`src/rtl/jaiex_pkg.sv`:
```
// Shared constants and carrier types for the jump and increment execution block.
package jaiex_pkg;

  localparam int unsigned INSTR_W = 16;
  localparam int unsigned DATA_W = 8;
  localparam int unsigned DADDR_W = 12;
  localparam int unsigned PC_W = 21;
  localparam int unsigned BANK_W = 4;
  localparam int unsigned JUMP_LIT_W = 20;

  // Absolute jump, first word: opcode byte then literal bits 7..0.
  localparam logic [7:0] JUMP_W1_OPCODE = 8'hEF;
  // Absolute jump, second word: marker nibble then literal bits 19..8.
  localparam logic [3:0] JUMP_W2_MARK = 4'hF;
  // Increment file register: six opcode bits, then dest, access, and the address byte.
  localparam logic [5:0] INC_OPCODE = 6'h0A;
  localparam int unsigned INC_OPC_LSB = 10;
  localparam int unsigned DEST_BIT = 9;
  localparam int unsigned ACCESS_BIT = 8;

  localparam logic DEST_WREG = 1'b0;
  localparam logic DEST_FILE = 1'b1;
  localparam logic ACCESS_FIXED = 1'b0;
  localparam logic ACCESS_BANKED = 1'b1;

  // Fixed access bank: addresses up to this limit map to bank 0, the rest to the top bank.
  localparam logic [7:0] ACCESS_LOW_LIMIT = 8'h5F;
  localparam logic [BANK_W-1:0] ACCESS_LOW_BANK = 4'h0;
  localparam logic [BANK_W-1:0] ACCESS_HIGH_BANK = 4'hF;

  localparam logic [PC_W-1:0] PC_RESET = 21'h00_0000;
  localparam logic [DATA_W-1:0] DATA_ONE = 8'h01;
  localparam logic [DATA_W-1:0] SIGNED_MAX = 8'h7F;
  localparam logic [3:0] NIBBLE_MAX = 4'hF;

  typedef enum logic [1:0] {
    JAIEX_ST_DECODE = 2'b00,
    JAIEX_ST_INC_EXEC = 2'b01,
    JAIEX_ST_JUMP_WORD2 = 2'b10,
    JAIEX_ST_JUMP_NOP = 2'b11
  } jaiex_state_e;

  typedef struct packed {
    logic carry;
    logic digit_carry;
    logic negative;
    logic overflow;
    logic zero;
  } jaiex_flags_s;

  typedef struct packed {
    logic en;
    logic [DADDR_W-1:0] addr;
    logic [DATA_W-1:0] data;
  } jaiex_dwrite_s;

endpackage : jaiex_pkg

```
`src/rtl/jaiex_exec.sv`:
```
// Execution logic for the absolute jump and the increment file register instructions.
`timescale 1ns/1ps
// Contract
// [RULE1] Jump loads 20-bit literal into PC 20:1.
// [RULE2] Jump is two words, two cycles, second idle.
// [RULE3] Increment reads register, adds one, delivers sum.
// [RULE4] Dest bit 0: result to accumulator only.
// [RULE5] Dest bit 1: result back to register.
// [RULE6] Access bit 0: use fixed access bank.
// [RULE7] Access bit 1: bank select register picks bank.
// [RULE8] Extended set, access 0, f<=95: indexed offset.
// [RULE9] Increment single word, updates five status flags.
module jaiex_exec
  import jaiex_pkg::*;
(
  input wire logic clk_sys_i,
  input wire logic rst_i,
  input wire logic instr_valid_i,
  input wire logic [INSTR_W-1:0] instr_i,
  input wire logic ext_set_en_i,
  input wire logic [BANK_W-1:0] bank_select_reg_i,
  input wire logic [DADDR_W-1:0] index_base_i,
  input wire logic [DATA_W-1:0] dmem_rdata_i,
  output logic instr_ready_o,
  output logic [PC_W-1:0] pc_o,
  output logic pc_load_o,
  output logic dmem_rd_o,
  output logic [DADDR_W-1:0] dmem_raddr_o,
  output jaiex_dwrite_s dmem_wr_o,
  output logic wreg_we_o,
  output logic [DATA_W-1:0] wreg_o,
  output logic status_we_o,
  output jaiex_flags_s status_o,
  output logic illegal_o
);

  jaiex_state_e state_reg, state_next;
  logic ready_reg, ready_next;
  logic [PC_W-1:0] pc_reg, pc_next;
  logic pc_load_reg, pc_load_next;
  logic [7:0] lit_low_reg, lit_low_next;
  logic rd_reg, rd_next;
  logic [DADDR_W-1:0] raddr_reg, raddr_next;
  logic dest_reg, dest_next;
  jaiex_dwrite_s dwr_reg, dwr_next;
  logic wreg_we_reg, wreg_we_next;
  logic [DATA_W-1:0] wreg_reg, wreg_next;
  logic status_we_reg, status_we_next;
  jaiex_flags_s status_reg, status_next;
  logic illegal_reg, illegal_next;

  logic take;
  logic is_jump_w1;
  logic is_jump_w2;
  logic is_inc;
  logic [7:0] f_addr;
  logic [DADDR_W-1:0] eff_addr;
  logic [DATA_W-1:0] inc_result;
  jaiex_flags_s inc_flags;

  jaiex_inc_alu u_alu (
    .operand_i(dmem_rdata_i),
    .result_o(inc_result),
    .flags_o(inc_flags)
  );

  // Effective data address of an increment; the four cases are mutually exclusive.
  always_comb begin
    f_addr = instr_i[7:0];
    if (instr_i[ACCESS_BIT] == ACCESS_BANKED) begin
      eff_addr = {bank_select_reg_i, f_addr}; // [RULE7]
    end else if (ext_set_en_i && (f_addr <= ACCESS_LOW_LIMIT)) begin
      // The index base is added as an unsigned offset and wraps within the data space.
      eff_addr = index_base_i + {{(DADDR_W-8){1'b0}}, f_addr}; // [RULE8]
    end else if (f_addr <= ACCESS_LOW_LIMIT) begin
      eff_addr = {ACCESS_LOW_BANK, f_addr}; // [RULE6]
    end else begin
      eff_addr = {ACCESS_HIGH_BANK, f_addr}; // [RULE6]
    end
  end

  always_comb begin
    take = instr_valid_i && ready_reg;
    is_jump_w1 = (instr_i[INSTR_W-1:8] == JUMP_W1_OPCODE);
    is_jump_w2 = (instr_i[INSTR_W-1:12] == JUMP_W2_MARK);
    is_inc = (instr_i[INSTR_W-1:INC_OPC_LSB] == INC_OPCODE); // [RULE9]
  end

  always_comb begin
    state_next = state_reg;
    pc_next = pc_reg;
    pc_load_next = 1'b0;
    lit_low_next = lit_low_reg;
    rd_next = 1'b0;
    raddr_next = raddr_reg;
    dest_next = dest_reg;
    dwr_next = dwr_reg;
    dwr_next.en = 1'b0;
    wreg_we_next = 1'b0;
    wreg_next = wreg_reg;
    status_we_next = 1'b0;
    status_next = status_reg;
    illegal_next = 1'b0;
    case (state_reg)
      JAIEX_ST_DECODE: begin
        if (take && is_jump_w1) begin
          lit_low_next = instr_i[7:0];
          state_next = JAIEX_ST_JUMP_WORD2; // [RULE2]
        end else if (take && is_inc) begin
          rd_next = 1'b1; // [RULE3]
          raddr_next = eff_addr;
          dest_next = instr_i[DEST_BIT];
          state_next = JAIEX_ST_INC_EXEC;
        end else if (take) begin
          illegal_next = 1'b1;
        end
      end
      JAIEX_ST_INC_EXEC: begin
        status_we_next = 1'b1; // [RULE9]
        status_next = inc_flags;
        if (dest_reg == DEST_WREG) begin
          wreg_we_next = 1'b1; // [RULE4]
          wreg_next = inc_result;
        end else begin
          dwr_next.en = 1'b1; // [RULE5]
          dwr_next.addr = raddr_reg;
          dwr_next.data = inc_result;
        end
        state_next = JAIEX_ST_DECODE;
      end
      JAIEX_ST_JUMP_WORD2: begin
        if (take && is_jump_w2) begin
          pc_next = {instr_i[11:0], lit_low_reg, 1'b0}; // [RULE1]
          pc_load_next = 1'b1;
          state_next = JAIEX_ST_JUMP_NOP; // [RULE2]
        end else if (take) begin
          // A broken second word abandons the jump rather than branching to garbage.
          illegal_next = 1'b1;
          state_next = JAIEX_ST_DECODE;
        end
      end
      JAIEX_ST_JUMP_NOP: begin
        state_next = JAIEX_ST_DECODE; // [RULE2]
      end
      default: begin
        state_next = JAIEX_ST_DECODE;
      end
    endcase
    ready_next = (state_next == JAIEX_ST_DECODE) || (state_next == JAIEX_ST_JUMP_WORD2);
  end

  always_ff @(posedge clk_sys_i) begin
    if (rst_i) begin
      state_reg <= JAIEX_ST_DECODE;
      ready_reg <= 1'b0;
      pc_reg <= PC_RESET;
      pc_load_reg <= 1'b0;
      lit_low_reg <= '0;
      rd_reg <= 1'b0;
      raddr_reg <= '0;
      dest_reg <= DEST_FILE;
      dwr_reg <= '0;
      wreg_we_reg <= 1'b0;
      wreg_reg <= '0;
      status_we_reg <= 1'b0;
      status_reg <= '0;
      illegal_reg <= 1'b0;
    end else begin
      state_reg <= state_next;
      ready_reg <= ready_next;
      pc_reg <= pc_next;
      pc_load_reg <= pc_load_next;
      lit_low_reg <= lit_low_next;
      rd_reg <= rd_next;
      raddr_reg <= raddr_next;
      dest_reg <= dest_next;
      dwr_reg <= dwr_next;
      wreg_we_reg <= wreg_we_next;
      wreg_reg <= wreg_next;
      status_we_reg <= status_we_next;
      status_reg <= status_next;
      illegal_reg <= illegal_next;
    end
  end

  always_comb begin
    instr_ready_o = ready_reg;
    pc_o = pc_reg;
    pc_load_o = pc_load_reg;
    dmem_rd_o = rd_reg;
    dmem_raddr_o = raddr_reg;
    dmem_wr_o = dwr_reg;
    wreg_we_o = wreg_we_reg;
    wreg_o = wreg_reg;
    status_we_o = status_we_reg;
    status_o = status_reg;
    illegal_o = illegal_reg;
  end

endmodule : jaiex_exec

```
`src/rtl/jaiex_inc_alu.sv`:
```
// Eight-bit increment datapath with its status flag outputs.
`timescale 1ns/1ps
module jaiex_inc_alu
  import jaiex_pkg::*;
(
  input wire logic [DATA_W-1:0] operand_i,
  output logic [DATA_W-1:0] result_o,
  output jaiex_flags_s flags_o
);

  logic [DATA_W:0] sum;

  always_comb begin
    sum = {1'b0, operand_i} + {1'b0, DATA_ONE}; // [RULE3]
    result_o = sum[DATA_W-1:0];
    flags_o.carry = sum[DATA_W]; // [RULE9]
    flags_o.digit_carry = (operand_i[3:0] == NIBBLE_MAX);
    flags_o.negative = sum[DATA_W-1];
    // Only the largest positive value can overflow when one is added.
    flags_o.overflow = (operand_i == SIGNED_MAX);
    flags_o.zero = (sum[DATA_W-1:0] == '0);
  end

endmodule : jaiex_inc_alu

```
`config.mk`:
```
export PLATFORM = sky130hd
export DESIGN_NAME = jaiex_exec
export DESIGN_NICKNAME = d
export VERILOG_FILES = /design/src/rtl/jaiex_pkg.sv /design/src/rtl/jaiex_exec.sv /design/src/rtl/jaiex_inc_alu.sv
export SDC_FILE = /design/constraint.sdc
export NUM_CORES = 1
export LEC_CHECK = 0
export BUFFER_PORTS_ARGS = -buffer_cell sky130_fd_sc_hd__buf_2
export CORE_MARGIN = 5
export CORE_UTILIZATION = 50
export CTS_BUF_LIST = sky130_fd_sc_hd__clkbuf_8
export CTS_CLUSTER_DIAMETER = 30
export CTS_CLUSTER_SIZE = 40
export DETAILED_ROUTE_END_ITERATION = 7
export PLACE_DENSITY = 0.8
export SYNTH_ARGS = -nofsm -noshare
export SYNTH_HDL_FRONTEND = slang
export SYNTH_SLANG_ARGS = --single-unit
```
`constraint.sdc`:
```
create_clock -name clk_sys_i -period 3.2 [get_ports clk_sys_i]
set_input_delay 0.32 -clock clk_sys_i [delete_from_list [all_inputs] [get_ports clk_sys_i]]
set_output_delay 0.32 -clock clk_sys_i [all_outputs]
set_load 0.01 [all_outputs]
```
==> reports/qor.txt <==
CRITICAL PATH
---------------------------------------------------------------------------------------
Cell at the slowest stage of the critical path                                     fa_1
Required arrival time at the worst endpoint                                     3.46 ns
Critical Path AT                                                                2.25 ns
CP Launch Type                                                                input pin
Top cell by count, worst path                                                   o21ai_0
Path type of the worst setup path                                             in -> reg
Crit. End Element                                                             flip-flop
Critical path cell sequence                                                buf_2 -> ha_1 -> inv_1 -> fa_1 -> nor2b_1 -> o21ai_0 -> o21ai_0 -> xor2_1 -> nand2_1 -> a311oi_1
Maximum fanout along the worst path                                                   4
CP max stage delay                                                              0.40 ns

TIMING
---------------------------------------------------------------------------------------
Slew Viols, Final                                                                     0
Fin Setup TNS                                                                      0 ns
Worst hold slack                                                               0.223 ns
Achievable frequency                                                            501 MHz
Final setup margin                                                              1.20 ns
Finish-stage setup viols                                                              0
Fin crit share                                                                    62.4%
Final hold violations                                                                 0
Clock Skews                                                                  0.00511 ns
Setup repair after global routing missed its margin                               false
Pin slew with the least headroom to its limit                                  0.871 ns
Clock period minus worst slack                                                  2.00 ns
Headroom to the max-slew limit                                                    41.9%

PLACEMENT
---------------------------------------------------------------------------------------
Total placed cells including tap cells                                              645
Detailed Place HPWL                                                             7.16 mm
Quantity of I/O buffers inserted on ports                                           115
Post-Place Setup Slack                                                         0.886 ns
Routability congestion estimate                                                   0.865

CLOCK NETWORK
---------------------------------------------------------------------------------------
Largest buffer count on any clock path                                                2
Number of buffers inserted during clock tree synthesis                                9
Clock-pin slew on the worst setup and hold paths                                0.08 ns
Clock tree root buffer cell                                                    clkbuf_8
Number of clock sinks seen by CTS                                                    83
Count of H-tree levels built during CTS                                               3
Buffer count from post-CTS setup fixing                                               0
Worst-skew pair later-pin latency                                               0.34 ns
Number of buffers added to fix hold violations after cts                              0
CTS tree                                                                            yes
Number of gates resized after CTS                                                     0

ROUTING
---------------------------------------------------------------------------------------
DR WL/cell                                                                      14.5 um
Drc violations                                                                        0
Antenna viol nets, final                                                              0
Via count                                                                         3,484
Number of violations reported at the end of detailed-routing iteration 0            179
Post-detailed-route via-to-cell ratio                                              5.27
Final wirelength                                                                9.62 mm
Number of iterations in the first detailed-routing pass                               4

YOSYS
---------------------------------------------------------------------------------------
Synth top area cells                                                       dfxtp_1 46%, nand2_1 11%, a21oi_1 7.7%
Post-synthesis adder-cell area fraction                                           3.65%
Simple-gate share of the synthesized area                                         24.0%
Xor and xnor fraction of the mapped netlist area                                  2.89%
Number of cells produced by synthesis                                               453
Yosys synthesis warning count                                                         0
Mean instance size in the synthesized netlist                                 8.03 um^2
Yosys top cell area share                                                         45.7%
Share of the yosys chip area belonging to registers                               45.7%
Register bit count reported by yosys                                                 83
EDFF count, synth                                                                     0
Dominant synthesized flop cell                                                  dfxtp_1
Largest family of logic cells by synthesized area                          simple AND/OR/NAND/NOR gates
Post-synth cell types                                                                44
Share of flip-flops with an asynchronous set or reset after synthesis                0%
Mux contribution to synthesized area                                              3.03%
Top cell type by total area after synthesis                                     dfxtp_1
Post-Synthesis Cell Area                                                      3640 um^2
Compound-gate portion of the synthesized area                                     17.0%
Syn_nets                                                                            507

FINAL LAYOUT
---------------------------------------------------------------------------------------
Commonest non-fill, non-tap cell in the layout                                    buf_2
Post-route non-filler standard cell count                                           661
Fraction of layout instances using a drive strength above 1                       24.9%
Total of fill cells in the finished design                                          659
Area Overhead vs Synth                                                            22.8%
Flip-flop count of the largest register, all copies and words added                  21
Area used by sequential logic in the layout                                   1660 um^2
Commonest cells after routing, fill and taps aside                         115 x buf_2, 103 x nand2_1, 83 x dfxtp_1
Antenna Cells                                                                         0
# nets final                                                                        611
Area occupied by multi-input gates                                            1850 um^2

FLOORPLANNING
---------------------------------------------------------------------------------------
Placeable core region                                                         7180 um^2
I/O pin count                                                                       117
Initial core utilization                                                          50.7%
Die Span Y                                                                      95.3 um
Die boundary width                                                              95.3 um
Die Footprint                                                                 9080 um^2
Floorplan row count                                                                  31

PWR
---------------------------------------------------------------------------------------
Fraction of power spent switching nets                                            24.7%
Clock Power Share                                                                 38.2%
Combinational Power Share                                                          9.2%
Pwr per Cell Area                                                           441 nW/um^2
Reg power frac                                                                    52.5%
Power Total                                                                   0.00197 W
Internal portion of total power                                               0.00148 W
P_sw                                                                         0.000487 W
Leak pwr                                                                        1.96 nW
Max IR drop VDD                                                              0.000230 V

GLOBAL ROUTE
---------------------------------------------------------------------------------------
Global Route Usage Sum                                                            21.3%
Wire length of the first global-routing pass                                    15.1 mm
Overall overflow remaining after global route                                         0
Number of global-route vias before repair                                         3,193
Maximum number of pins on one net before global-route repair                         46
Antenna violations before repair                                                      0

FLOW RUN
---------------------------------------------------------------------------------------
Number of max-cap violations                                                          0

WORST HOLD PATH
---------------------------------------------------------------------------------------
Hold WC Path Type                                                             in -> reg

RUN STATUS
---------------------------------------------------------------------------------------
Run status                                                                 complete, no violations

synth_stat cells, types with 5 or more instances:
master,number
nand2_1,103
mux2i_1,11
xnor2_1,7
o21ai_0,11
nor2_1,52
dfxtp_1,83
ha_1,9
a211oi_1,22
xor2_1,5
inv_1,7
nand3_1,6
nor3_1,5
a21oi_1,56
clkbuf_1,22
power by group through the flow:
stage,clock network [W],registers [W],logic (W)
2_1_floorplan,0,0.00106,0.000110
3_3_place_gp,0,0.00106,0.000176
3_5_place_dp,0,0.00106,0.000179
4_1_cts,0.000774,0.00104,0.000180
5_1_grt,0.000819,0.00104,0.000200
6_report,0.000754,0.00104,0.000182
area by class of cell:
type,count,share of cell area (%)
Inverter,7,0.588
Clock buffer,10,3.08
Tap cell,99,2.77
Sequential cell,83,37.2
Timing Repair Buffer,119,13.6
Clock inverter,6,1.43
Multi-Input combinational cell,337,41.4
cell families (layout without fill, tap and decap cells):
logic type      after synthesis  after routing
xor+xnor                     12             12
simple gates                199            199
flops                        83             83
mux                          11             11
compound gates              104            104
other cells                   1              1
buf+inv                      33            142
fa+ha+maj                    10             10
path summary, 6_finish.rpt:
| path | to | cells after the start | from | slack [ns] |
|---|---|---|---|---|
| worst min register to register | dmem_wr_o[14] | 2 | dmem_wr_o[14] | 0.45 |
| worst min-delay path | pc_o[20] | 3 | instr_i[11] | 0.22 |
| worst max-delay path | dmem_raddr_o[6] | 10 | instr_i[0] | 1.20 |
| worst max register to register | dmem_wr_o[7] | 4 | state_reg[1] | 1.25 |
layer usage:
metal	wire length (um)	up-vias	GRT usage, %
li1	-	1763	-
met1	4280	1585	27.3
met2	4500	122	34.3
met3	675	14	5.05
met4	158	0	8.77
met5	0	-	0
critical path: cells and delay by family:
| kind | cells | cell delay, ns |
|---|---|---|
| xor gates and xnor gates | 1 | 0.18 |
| AOI/OAI and AO/OA | 3 | 0.76 |
| adders and majority gates | 2 | 0.59 |
| and+or+nand+nor | 2 | 0.21 |
| buffers and inverters | 2 | 0.17 |
through the flow:
stage                     cell area [um^2]  util, %
final                                 4470     62.3
after global placement                4270     59.5
after CTS                             4470     62.3
after global routing                  4470     62.3
after detailed placement              4270     59.5
after floorplan                       3640        -
No activity file was read; power rests on OpenSTA's default activity.
